<file path="src/hdl/dpt_consts.vh">
// constants for the dual 8-bit programmable timer
`ifndef DPT_CONSTS_VH
`define DPT_CONSTS_VH

// =============================================
// register byte offsets
`define DPT_OFS_CTRL    12'h000
`define DPT_OFS_RELOAD  12'h004
`define DPT_OFS_STROBE  12'h008
`define DPT_OFS_CNT_LO  12'h00C
`define DPT_OFS_CNT_HI  12'h010
`define DPT_OFS_FLAGS   12'h014
`define DPT_OFS_IRQEN   12'h018

// =============================================
// control register fields
`define DPT_CB_RUN0     0
`define DPT_CB_RUN1     1
`define DPT_CB_CHAIN    2
`define DPT_CB_EVCOUNT  3
`define DPT_CB_EDGEPOL  4
`define DPT_CB_FILTER   5
`define DPT_CB_OUTPUT_CHANNEL_SELECT    6
`define DPT_CB_POUTEN   7
`define DPT_CB_SOURCE_CLOCK_SELECT_T0   8
`define DPT_CB_SOURCE_CLOCK_SELECT_T1   9
`define DPT_CB_PS0_LO   10
`define DPT_CB_PS0_HI   11
`define DPT_CB_PS1_LO   12
`define DPT_CB_PS1_HI   13
`define DPT_CTRL_MSB    13

// =============================================
// reset values and widths
`define DPT_CTRL_RST    14'h0000
`define DPT_BYTE_RST    8'h00
`define DPT_BYTE_LAST   8'hFF
`define DPT_WORD_ZERO   32'h00000000
`define DPT_ZERO8       8'h00

// =============================================
// prescaler ratio codes and terminal counts
`define DPT_PS_DIV1     2'h0
`define DPT_PS_DIV4     2'h1
`define DPT_PS_DIV32    2'h2
`define DPT_PS_DIV256   2'h3
`define DPT_TC_DIV1     8'h00
`define DPT_TC_DIV4     8'h03
`define DPT_TC_DIV32    8'h1F
`define DPT_TC_DIV256   8'hFF

// =============================================
// noise filter: accept at this many falling edges
`define DPT_FILT_EDGES  2'h2
`define DPT_FILT_ONE    2'h1
`define DPT_FILT_ZERO   2'h0

`endif

</file>
<file path="src/hdl/dpt_prescaler.v">
// ratio prescaler for one channel; source clock select is done in the timer
`include "dpt_consts.vh"

module dpt_prescaler (
    input  wire       pclk,
    input  wire       presetn,
    input  wire       src_tick,
    input  wire       run,
    input  wire [1:0] ratio,
    output reg        count_tick
);

    reg  [7:0] div_q;
    reg  [7:0] div_d;
    reg  [7:0] term;

    // =============================================
    // terminal count from ratio code
    always @*
    begin
        case (ratio)
            `DPT_PS_DIV1:   term = `DPT_TC_DIV1;
            `DPT_PS_DIV4:   term = `DPT_TC_DIV4;
            `DPT_PS_DIV32:  term = `DPT_TC_DIV32;
            default:        term = `DPT_TC_DIV256;
        endcase
    end

    // =============================================
    // divider; held cleared while stopped so restart is clean
    always @*
    begin
        div_d = div_q;
        if (!run)
            div_d = `DPT_ZERO8;
        else if (src_tick)
            div_d = (div_q >= term) ? `DPT_ZERO8 : div_q + 8'h01;
    end

    always @(posedge pclk or negedge presetn)
    begin
        if (!presetn)
        begin
            div_q      <= `DPT_ZERO8;
            count_tick <= 1'b0;
        end
        else
        begin
            div_q      <= div_d;
            count_tick <= run & src_tick & (div_q >= term);
        end
    end

endmodule // dpt_prescaler

</file>
<file path="src/hdl/dpt_timer.v">
// dual 8-bit reloading down-counter with APB register access
//
// Local design decisions: the register offsets and register access over APB.
`include "dpt_consts.vh"

// What this block does
// - two 8-bit counters, separate or chained
// - reload strobe copies reload value in
// - run bit starts, stop holds count
// - low readback read latches high part
// - underflow reloads and keeps counting
// - underflow drives flag, pulse, serial clock
// - serial clock from timer 1 underflows
// - source select: timer or event, reset timer
// - timer 1 counts prescaled clock only
// - event mode ignores timer 0 prescaler
// - polarity picks falling or rising edge
// - filter enable inserts noise rejector
// - accept change at second 2048 Hz fall
// - clock select low or high oscillator
// - prescaler runs only with run bit
// - flag always set, request needs enable
// - pulse toggles on chosen timer underflow
// - serial clock toggles on timer 1 underflow
// - chained: timer 0 low, timer 1 high
// - chained: timer 0 run controls both
module dpt_timer (
    input  wire        pclk,
    input  wire        presetn,
    input  wire        psel,
    input  wire        penable,
    input  wire        pwrite,
    input  wire [11:0] paddr,
    input  wire [31:0] pwdata,
    output reg  [31:0] prdata,
    output reg         pready,
    output reg         pslverr,
    input  wire        low_speed_oscillator,
    input  wire        high_speed_oscillator,
    input  wire        ref_2048hz,
    input  wire        event_input_pin,
    output reg         timer_output_pin,
    output reg         serial_clock,
    output reg         irq_request_t0,
    output reg         irq_request_t1
);

    // =============================================
    // registers and state
    reg  [`DPT_CTRL_MSB:0] ctrl_q;
    reg  [7:0]  reload_value_t0_q, reload_value_t1_q;
    reg  [7:0]  cnt0_q, cnt1_q, cnt0_d, cnt1_d, hi_hold_q;
    reg         underflow_flag_t0_q, underflow_flag_t1_q, irq_en_t0_q, irq_en_t1_q;
    reg         pulse_output_q, uf0, uf1;
    reg         lso_q, hso_q, ref_q;
    reg         ev_meta_q, ev_sync_q, ev_level_q, ev_prev_q;
    reg  [1:0]  filt_cnt_q;
    reg         filt_level_q;

    wire        run_control_t0         = ctrl_q[`DPT_CB_RUN0];
    wire        run_control_t1         = ctrl_q[`DPT_CB_RUN1];
    wire        chain_mode             = ctrl_q[`DPT_CB_CHAIN];
    wire        count_source_select    = ctrl_q[`DPT_CB_EVCOUNT];
    wire        event_edge_polarity    = ctrl_q[`DPT_CB_EDGEPOL];
    wire        noise_filter_enable    = ctrl_q[`DPT_CB_FILTER];
    wire        output_channel_select  = ctrl_q[`DPT_CB_OUTPUT_CHANNEL_SELECT];
    wire        pulse_output_enable    = ctrl_q[`DPT_CB_POUTEN];
    wire        source_clock_select_t0 = ctrl_q[`DPT_CB_SOURCE_CLOCK_SELECT_T0];
    wire        source_clock_select_t1 = ctrl_q[`DPT_CB_SOURCE_CLOCK_SELECT_T1];
    wire [1:0]  prescale_ratio_t0      = {ctrl_q[`DPT_CB_PS0_HI], ctrl_q[`DPT_CB_PS0_LO]};
    wire [1:0]  prescale_ratio_t1      = {ctrl_q[`DPT_CB_PS1_HI], ctrl_q[`DPT_CB_PS1_LO]};

    // =============================================
    // bus decode
    wire        setup_ph  = psel & ~penable;
    wire        access_ok = psel & penable & pready;
    wire        wr_ok     = access_ok & pwrite & ~pslverr;
    wire        rd_ok     = access_ok & ~pwrite & ~pslverr;

    // address hit helper, used by the write decodes and the low count read
    function hit;
        input [11:0] a;
        input [11:0] ofs;
        begin
            hit = (a == ofs);
        end
    endfunction

    wire        wr_ctrl   = wr_ok & hit(paddr, `DPT_OFS_CTRL);
    wire        wr_reload = wr_ok & hit(paddr, `DPT_OFS_RELOAD);
    wire        wr_strobe = wr_ok & hit(paddr, `DPT_OFS_STROBE);
    wire        wr_flags  = wr_ok & hit(paddr, `DPT_OFS_FLAGS);
    wire        wr_irqen  = wr_ok & hit(paddr, `DPT_OFS_IRQEN);
    wire        rd_cnt_lo = rd_ok & hit(paddr, `DPT_OFS_CNT_LO);
    wire        reload_strobe_t0 = wr_strobe & pwdata[0];
    wire        reload_strobe_t1 = wr_strobe & pwdata[1];

    // =============================================
    // oscillator and reference edge sampling
    wire        lso_rise = low_speed_oscillator & ~lso_q;
    wire        hso_rise = high_speed_oscillator & ~hso_q;
    wire        ref_fall = ~ref_2048hz & ref_q;
    wire        src0 = source_clock_select_t0 ? hso_rise : lso_rise;
    wire        src1 = source_clock_select_t1 ? hso_rise : lso_rise;
    wire        pre0_tick, pre1_tick;

    // =============================================
    // prescalers; timer 1 runs from its own run bit even when chained
    dpt_prescaler u_pre0 (
        .pclk       (pclk),
        .presetn    (presetn),
        .src_tick   (src0),
        .run        (run_control_t0),
        .ratio      (prescale_ratio_t0),
        .count_tick (pre0_tick)
    );

    dpt_prescaler u_pre1 (
        .pclk       (pclk),
        .presetn    (presetn),
        .src_tick   (src1),
        .run        (run_control_t1),
        .ratio      (prescale_ratio_t1),
        .count_tick (pre1_tick)
    );

    // =============================================
    // event input path: sync, optional filter, edge detect
    // two-stage synchroniser
    always @(posedge pclk or negedge presetn)
    begin
        if (!presetn)
        begin
            ev_meta_q <= 1'b0;
            ev_sync_q <= 1'b0;
            lso_q     <= 1'b0;
            hso_q     <= 1'b0;
            ref_q     <= 1'b0;
        end
        else
        begin
            ev_meta_q <= event_input_pin;
            ev_sync_q <= ev_meta_q;
            lso_q     <= low_speed_oscillator;
            hso_q     <= high_speed_oscillator;
            ref_q     <= ref_2048hz;
        end
    end

    // accept change at second reference fall
    // a change that reverts before then restarts the wait
    always @(posedge pclk or negedge presetn)
    begin
        if (!presetn)
        begin
            filt_cnt_q   <= `DPT_FILT_ZERO;
            filt_level_q <= 1'b0;
        end
        else if (ev_sync_q == filt_level_q)
            filt_cnt_q <= `DPT_FILT_ZERO;
        else if (ref_fall)
        begin
            if (filt_cnt_q == `DPT_FILT_ONE)
            begin
                filt_level_q <= ev_sync_q;
                filt_cnt_q   <= `DPT_FILT_ZERO;
            end
            else
                filt_cnt_q <= filt_cnt_q + `DPT_FILT_ONE;
        end
    end

    always @(posedge pclk or negedge presetn)
    begin
        if (!presetn)
        begin
            ev_level_q <= 1'b0;
            ev_prev_q  <= 1'b0;
        end
        else
        begin
            ev_level_q <= noise_filter_enable ? filt_level_q : ev_sync_q;
            ev_prev_q  <= ev_level_q;
        end
    end

    wire        ev_edge = event_edge_polarity ? (ev_level_q & ~ev_prev_q)
                                              : (~ev_level_q & ev_prev_q);

    // =============================================
    // count enables
    // source select chooses timer or event
    wire        tick0 = run_control_t0 & (count_source_select ? ev_edge : pre0_tick);
    // chained halves follow timer 0 run
    wire        tick1 = chain_mode ? 1'b0 : pre1_tick;

    // =============================================
    // down counters with reload on underflow
    always @*
    begin
        cnt0_d = cnt0_q;
        cnt1_d = cnt1_q;
        uf0    = 1'b0;
        uf1    = 1'b0;
        if (tick0)
        begin
            if (cnt0_q == `DPT_ZERO8)
            begin
                uf0 = 1'b1;
                if (chain_mode)
                begin
                    if (cnt1_q == `DPT_ZERO8)
                    begin
                        uf1    = 1'b1;
                        cnt0_d = reload_value_t0_q;
                        cnt1_d = reload_value_t1_q;
                    end
                    else
                    begin
                        cnt0_d = `DPT_BYTE_LAST;
                        cnt1_d = cnt1_q - 8'h01;
                    end
                end
                else
                    cnt0_d = reload_value_t0_q;
            end
            else
                cnt0_d = cnt0_q - 8'h01;
        end
        if (tick1)
        begin
            if (cnt1_q == `DPT_ZERO8)
            begin
                uf1    = 1'b1;
                cnt1_d = reload_value_t1_q;
            end
            else
                cnt1_d = cnt1_q - 8'h01;
        end
        if (reload_strobe_t0)
            cnt0_d = reload_value_t0_q;
        if (reload_strobe_t1)
            cnt1_d = reload_value_t1_q;
    end

    // =============================================
    // software registers, flags, counters and readback hold
    // counters hold when stopped
    always @(posedge pclk or negedge presetn)
    begin
        if (!presetn)
        begin
            cnt0_q              <= `DPT_BYTE_RST;
            cnt1_q              <= `DPT_BYTE_RST;
            hi_hold_q           <= `DPT_BYTE_RST;
            ctrl_q              <= `DPT_CTRL_RST;
            reload_value_t0_q   <= `DPT_BYTE_RST;
            reload_value_t1_q   <= `DPT_BYTE_RST;
            irq_en_t0_q         <= 1'b0;
            irq_en_t1_q         <= 1'b0;
            underflow_flag_t0_q <= 1'b0;
            underflow_flag_t1_q <= 1'b0;
        end
        else
        begin
            cnt0_q              <= cnt0_d;
            cnt1_q              <= cnt1_d;
            if (rd_cnt_lo)
                hi_hold_q <= cnt1_q;
            if (wr_ctrl)
                ctrl_q <= pwdata[`DPT_CTRL_MSB:0];
            if (wr_reload)
            begin
                reload_value_t0_q <= pwdata[7:0];
                reload_value_t1_q <= pwdata[15:8];
            end
            if (wr_irqen)
            begin
                irq_en_t0_q <= pwdata[0];
                irq_en_t1_q <= pwdata[1];
            end
            underflow_flag_t0_q <= uf0 | (underflow_flag_t0_q & ~(wr_flags & pwdata[0]));
            underflow_flag_t1_q <= uf1 | (underflow_flag_t1_q & ~(wr_flags & pwdata[1]));
        end
    end

    // =============================================
    // pulse output and serial clock
    // toggle on chosen underflow
    wire        pulse_output_d = pulse_output_q ^ (output_channel_select ? uf1 : uf0);

    always @(posedge pclk or negedge presetn)
    begin
        if (!presetn)
        begin
            pulse_output_q   <= 1'b0;
            timer_output_pin <= 1'b1;
            serial_clock     <= 1'b0;
            irq_request_t0   <= 1'b0;
            irq_request_t1   <= 1'b0;
        end
        else
        begin
            pulse_output_q   <= pulse_output_d;
            // disabled pin idles high
            timer_output_pin <= pulse_output_enable ? pulse_output_d : 1'b1;
            // serial rate set by timer 1
            if (uf1)
                serial_clock <= ~serial_clock;
            irq_request_t0   <= irq_en_t0_q & (uf0 | (underflow_flag_t0_q
                                & ~(wr_flags & pwdata[0])));
            irq_request_t1   <= irq_en_t1_q & (uf1 | (underflow_flag_t1_q
                                & ~(wr_flags & pwdata[1])));
        end
    end

    // =============================================
    // APB answer: one access cycle, data captured in setup
    always @(posedge pclk or negedge presetn)
    begin
        if (!presetn)
        begin
            pready  <= 1'b0;
            pslverr <= 1'b0;
            prdata  <= `DPT_WORD_ZERO;
        end
        else
        begin
            pready  <= setup_ph;
            pslverr <= 1'b0;
            prdata  <= `DPT_WORD_ZERO;
            if (setup_ph)
            begin
                case (paddr)
                    `DPT_OFS_CTRL:   prdata <= {18'h00000, ctrl_q};
                    `DPT_OFS_RELOAD: prdata <= {16'h0000, reload_value_t1_q, reload_value_t0_q};
                    `DPT_OFS_STROBE: prdata <= `DPT_WORD_ZERO;
                    `DPT_OFS_CNT_LO: prdata <= {24'h000000, cnt0_q};
                    `DPT_OFS_CNT_HI: prdata <= {24'h000000, hi_hold_q};
                    `DPT_OFS_FLAGS:  prdata <= {30'h0, underflow_flag_t1_q, underflow_flag_t0_q};
                    `DPT_OFS_IRQEN:  prdata <= {30'h0, irq_en_t1_q, irq_en_t0_q};
                    default:         pslverr <= 1'b1;
                endcase
            end
        end
    end

endmodule // dpt_timer
</file>
<file path="config.mk">
export PLATFORM = sky130hd
export DESIGN_NAME = dpt_timer
export DESIGN_NICKNAME = d
export VERILOG_FILES = /design/src/hdl/dpt_prescaler.v /design/src/hdl/dpt_timer.v
export VERILOG_INCLUDE_DIRS = /design/src /design/src/hdl
export SDC_FILE = /design/constraint.sdc
export NUM_CORES = 1
export LEC_CHECK = 0
export BUFFER_PORTS_ARGS = -buffer_cell sky130_fd_sc_hd__buf_4
export CORE_ASPECT_RATIO = 1.1
export CORE_MARGIN = 3
export CORE_UTILIZATION = 40
export DETAILED_ROUTE_END_ITERATION = 10
export PLACE_DENSITY_LB_ADDON = 0.1
export SLEW_MARGIN = 40
export SYNTH_ARGS = -nofsm -noshare
export SYNTH_HDL_FRONTEND = slang
export SYNTH_SLANG_ARGS = --single-unit
</file>
<file path="constraint.sdc">
create_clock -name pclk -period 2.1 [get_ports pclk]
set_input_delay 0.21 -clock pclk [delete_from_list [all_inputs] [get_ports pclk]]
set_output_delay 0.21 -clock pclk [all_outputs]
set_load 0.05 [all_outputs]
</file>
**Yosys cells after proc, flatten, opt, wreduce, memory -nomap -nowiden**

Cells that the tools add are included.

- Register bits after elaboration: 125
- Bits of input ports: 53
- Output and inout port bits: 38
- Logic and storage cells: 153

- Add/subtract/negate cells: 5
- $lt $le $gt $ge: 2
- Equality and inequality tests: 14
- Multiplexer cells: 42
- Bitwise logic cells: 46
- Reductions and logical operators: 13

Operator list:

| operator | number |
|---|---|
| $mux 8 | 17 |
| $pmux 16 s6 | 1 |
| $pmux 8 s3 | 2 |
| $eq 12x5->1 const B | 3 |
| $and 1x1->1 | 31 |
| $eq 12x4->1 const B | 2 |
| $mux 1 | 18 |
| $add 8x1->8 const B | 2 |
| $ge 8x8->1 | 2 |
| $logic_not 8->1 | 2 |
| $mux 16 | 1 |
| $sub 8x1->8 const B | 2 |
| $eq 12x3->1 const B | 1 |
| $logic_not 12->1 | 1 |
| $not 1->1 | 12 |
| $reduce_bool 3->1 | 3 |
| $reduce_or 7->1 | 1 |
| $eq 2x1->1 const B | 3 |
| $mux 2 | 3 |
| $reduce_and 3->1 | 2 |
| $eq 2x2->1 const B | 2 |
| $logic_not 2->1 | 2 |
| $ne 2x1->1 const B | 2 |
| $reduce_bool 2->1 | 2 |
| other kinds (4) | 5 |

**Logic depth before layout (Yosys ltp)**

- Depth in word-level cells: 11
- Mapped depth: 8

**Modules after synthesis**

A second synthesis with hierarchy kept.

- Cell total of the unflattened synthesis: 530
- Area, all modules: 5683.0 µm²

Modules (own cells, without submodules):

| module | times used | cells each | area an instance (µm²) | sequential area each (µm²) |
|---|---|---|---|---|
| dpt_timer | 1 | 378 | 4331.7 | 2278.4 |
| dpt_prescaler | 2 | 76 | 675.6 | 225.2 |

**Worst setup path after synthesis**

No wires, ideal clock.

- Path type: register to register
- Start point: register ctrl_q[10]
- End point: register u_pre0.div_q[2]
- Arrival: 2095 ps
- Data required time: 1996 ps
- Path slack: -99 ps
- Cell stages (with the launch flop): 8
- Path buffers: 0
- Period minus slack after synthesis: 2199 ps
- Cells stage by stage: dfrtp_1 or2_2 ha_1 nand2b_1 a21o_1 a211oi_2 o21ai_1 o311ai_1

- Longest elaborated chain between the ends: 6

RTL lines:

| what | RTL line | source |
|---|---|---|
| start, declared | dpt_timer.v:50 | `` reg [`DPT_CTRL_MSB:0] ctrl_q; `` |
| start signal, assigned | dpt_timer.v:256 | `` ctrl_q <= `DPT_CTRL_RST; `` |
| start signal, assigned | dpt_timer.v:271 | `` ctrl_q <= pwdata[`DPT_CTRL_MSB:0]; `` |
| $eq 2x2->1, or another cell as far along | dpt_prescaler.v:21 | `case (ratio)` |
| $pmux 8 s3 * | dpt_prescaler.v:21 |  |
| $ge 8x8->1 * | dpt_prescaler.v:37 | `` div_d = (div_q >= term) ? `DPT_ZERO8 : div_q + 8'h01; `` |
| $mux 8 * | dpt_prescaler.v:37 |  |
| $mux 8 * | dpt_prescaler.v:36 | `else if (src_tick)` |
| $mux 8 * | dpt_prescaler.v:34 | `if (!run)` |
| end signal, assigned | dpt_prescaler.v:44 | `` div_q <= `DPT_ZERO8; `` |
| end signal, assigned | dpt_prescaler.v:49 | `div_q <= div_d;` |
| end, declared | dpt_prescaler.v:13 | `reg [7:0] div_q;` |

Mark *: on every way between the ends. The rest lies on a longest branch, timed or not. The select of a mux whose other input is x is not followed.
A chain may end at the register's enable or synchronous reset.

**Worst setup path in the final report**

- Start point: register ctrl_q[11]
- End point: register u_pre0.div_q[4]

The elaborated chain is that of the path after synthesis.

==> impl_metrics.json <==
{
  "peakVddDrop_mv": 0.416,
  "synth-seq-area-share": 0.480,
  "synthSimpleGateAreaFrac": 0.167,
  "area_growth_pct": 26.8,
  "slew_viol_final": 0,
  "crit_chain": "or2_4 -> ha_4 -> nand2b_4 -> a21o_1 -> a211oi_4 -> buf_6 -> o21a_1 -> a221o_1",
  "firstDrtPassIters": 8,
  "synth-async-reset-ratio": 1.00,
  "instances_no_fill": 847,
  "tightest_slew_ns": 0.616,
  "grt_setup_unrepaired": "yes",
  "h-tree-depth": 3,
  "synth_top_area_cell": "dfrtp_1",
  "finalCritPeriodShare": 0.969,
  "antenna_found_initial": 0,
  "grt_max_degree": 48,
  "synth_compound_area_frac": 0.160,
  "io_buffers": 58,
  "topRoutingLayerUsed": "met4",
  "wl_per_cell_um": 16.8,
  "crit_path_max_fanout": 8,
  "fin_skew_ns": 0.0108,
  "fin_hold_ws_ns": 0.0669,
  "setup_viol": 0,
  "gr-usage-all-layers": 0.189,
  "hold_viol": 0,
  "ys_ff_latch": 109,
  "clk_latency_ns": 0.36,
  "cts_tree": "yes",
  "grt_pass1_wl_um": 23200,
  "drt-initial-drc-count": 420,
  "synth_common_cells": "dfrtp_1, nand2_1, mux2_2",
  "die_area_mm2": 0.0157,
  "synth-edff-count": 0,
  "wl_met2_um": 7330,
  "syn_area_mm2": 0.00568,
  "core_area_mm2": 0.0139,
  "numCtsBuffers": 9,
  "yosysWarnings": 0,
  "cts.path.max_buffers": 2,
  "relSlewSlack": 0.589,
  "p_sw_frac": 0.237,
  "max_stage_delay_ns": 0.42,
  "io_pins": 91,
  "critPathKind": "reg -> reg",
  "grt_pass1_vias": 4545,
  "routabilityCongestion": 0.837,
  "layout.area.seq_mm2": 0.00273,
  "met1_length_um": 6210,
  "fp-row-count": 45,
  "post-route-min-period_ns": 2.03,
  "arrival_ns": 2.28,
  "dp.final_hpwl_um": 10500,
  "nets": 726,
  "seq_power_share": 0.483,
  "post-route-util": 0.520,
  "syn_avg_cell_area_um2": 10.6,
  "maxCapViolCount": 0,
  "p_switching_mw": 1.08,
  "synthCells": 537,
  "comb_power_share": 0.079,
  "routed_wl_um": 14300,
  "synth-adder-area-share": 0.0419,
  "path_buf_inv": 1,
  "route.detailed.drc": 0,
  "p_leak_nw": 3.41,
  "synth-xor-area-share": 0.00771,
  "num_vias": 4499,
  "synthMuxAreaShare": 0.0919,
  "power.share.clock": 0.438,
  "hp-class": "in -> reg",
  "synth_top_family_by_area": "simple AND/OR/NAND/NOR gates",
  "drive_gt1_frac": 0.316,
  "cellPowerDensity_mw_per_mm2": 630,
  "grt-ovfl-total": 0,
  "viasPerCell": 5.31,
  "ys_types": 75,
  "tns_ns": 0,
  "path_clk_slew_ns": 0.07,
  "synth.most_common_cell": "dfrtp_1",
  "dp.cells": 823,
  "yosys-top-cells-area": "dfrtp_1, mux2_2, ha_1",
  "synth_top_area_frac": 0.476,
  "cpMaxStageDelayCell": "dfrtp_1",
  "die-height_um": 131,
  "required_ns": 2.35,
  "initial_core_util": 0.410,
  "fill_cells": 1265,
  "timing.rr.start": "ctrl_q[11]$_DFFE_PN0P_",
  "cts-root-buf": "clkbuf_16",
  "die_w_um": 120,
  "setup.worst_path.start": "ctrl_q[11]$_DFFE_PN0P_",
  "dr_wl_met3_um": 524,
  "cp-end-kind": "register",
  "intPower_mw": 3.46,
  "synth_ff_type": "dfrtp_1",
  "ant_nets": 0,
  "hp-start": "pwdata[11]",
  "multi_input_area_mm2": 0.00285,
  "max_freq_ghz": 0.492,
  "clock_sinks": 109,
  "status": "finished, final reports clean",
  "worst_setup_path_start_kind": "register",
  "power.total_mw": 4.54,
  "crit_family": "compound AO/OA/AOI/OAI gates",
  "antenna_cells": 0
}
-- cell type report --
| cell class | instances | area share |
|---|---|---|
| well taps | 188 | 0.0327 |
| inverters | 28 | 0.0146 |
| clock buffers | 9 | 0.0313 |
| repair buffers | 119 | 0.130 |
| flip-flops and latches | 109 | 0.379 |
| multi-input cells | 387 | 0.396 |
| clock inverters | 7 | 0.0167 |
-- per-stage QoR --
stage,setup slack (ns),area [um2]
after floorplan,-0.00246,5750
after global placement,0.00823,6670
after detailed placement,-0.0588,6670
after CTS,0.00275,7080
after global routing,-0.0298,7200
final,0.0657,7200
-- sequential cells by signal (all words and copies together), names as in the netlist, 2 cells and up --
name,cells
u_pre0.div_q,8
reload_value_t0_q,8
filt_cnt_q,2
prdata,16
reload_value_t1_q,8
u_pre1.div_q,8
cnt1_q,8
ctrl_q,14
hi_hold_q,8
cnt0_q,8
-- power by group through the flow --
stage	clock network [mW]	logic (mW)	registers, mW
after floorplan	0	0.218	2.23
after global placement	0	0.351	2.23
after detailed placement	0	0.358	2.23
after CTS	2.05	0.366	2.19
after global routing	2.13	0.403	2.20
final	1.99	0.359	2.19
-- worst register-to-register path: cells and delay by family (launching register included) --
| family | cells | cell delay [ns] |
|---|---|---|
| buffers and inverters | 1 | 0.14 |
| flip-flops | 1 | 0.42 |
| AND/OR/NAND/NOR | 2 | 0.38 |
| AO/OA/AOI/OAI | 4 | 0.73 |
| adder cells (fa/ha/maj) | 1 | 0.26 |
-- routing by layer --
metal  vias up  global-route usage
met4         0              0.0580
met3        11              0.0392
li1       2188                   -
met5         -                   0
met2       101               0.334
met1      2199               0.235
-- final timing paths --
check	to	cells past startpoint	slack, ns
worst max register to register	u_pre0.div_q[4]$_DFFE_PN0P_	8	0.07
worst max-delay path	u_pre0.div_q[4]$_DFFE_PN0P_	8	0.07
max in group asynchronous	u_pre1.div_q[1]$_DFFE_PN0P_	3	1.02
min in group asynchronous	reload_value_t0_q[4]$_DFFE_PN0P_	2	0.41
worst min-delay path	reload_value_t1_q[3]$_DFFE_PN0P_	3	0.07
worst min register to register	ev_sync_q$_DFF_PN0_	0	0.37
-- cells by family (layout without fill, tap and decap cells) --
| group | count (synthesis) | after routing |
|---|---|---|
| AO/OA/AOI/OAI | 127 | 127 |
| XOR/XNOR | 5 | 5 |
| adder cells (fa/ha/maj) | 19 | 19 |
| buffers and inverters | 56 | 163 |
| flip-flops | 109 | 109 |
| multiplexers | 47 | 47 |
| other | 1 | 16 |
| AND/OR/NAND/NOR | 173 | 173 |
-- layout by cell type, fill, tap and decap left out, types with 4 or more instances in the layout --
cell             n
a21o_1           4
a21oi_1         10
a222oi_1         7
a22oi_1          7
a31oi_1         10
and2_1           4
buf_4          111
clkbuf_16        9
conb_1          16
dfrtp_1        108
dlygate4sd3_1    5
ha_1            17
inv_1           28
mux2_2          39
mux2i_1          6
nand2_1         44
nand2b_1         6
nand3_1         16
nand3b_1         4
nand4_1          6
nor2_1          37
nor3_1          11
nor4_1           4
o211ai_1         9
o21ai_0         26
o22a_1           7
o22ai_1          4
or2_2            4
or3_1            4
xnor2_1          4
-- repair_timing --
item                       CTS  global route
pin swaps                    0             6
hold endpoints to repair    46             0
hold buffers                 5             0
setup endpoints to repair    9            30
gates resized for setup      3            19
setup buffers                0             3
Note: power is estimated with default switching activity, not from simulation.
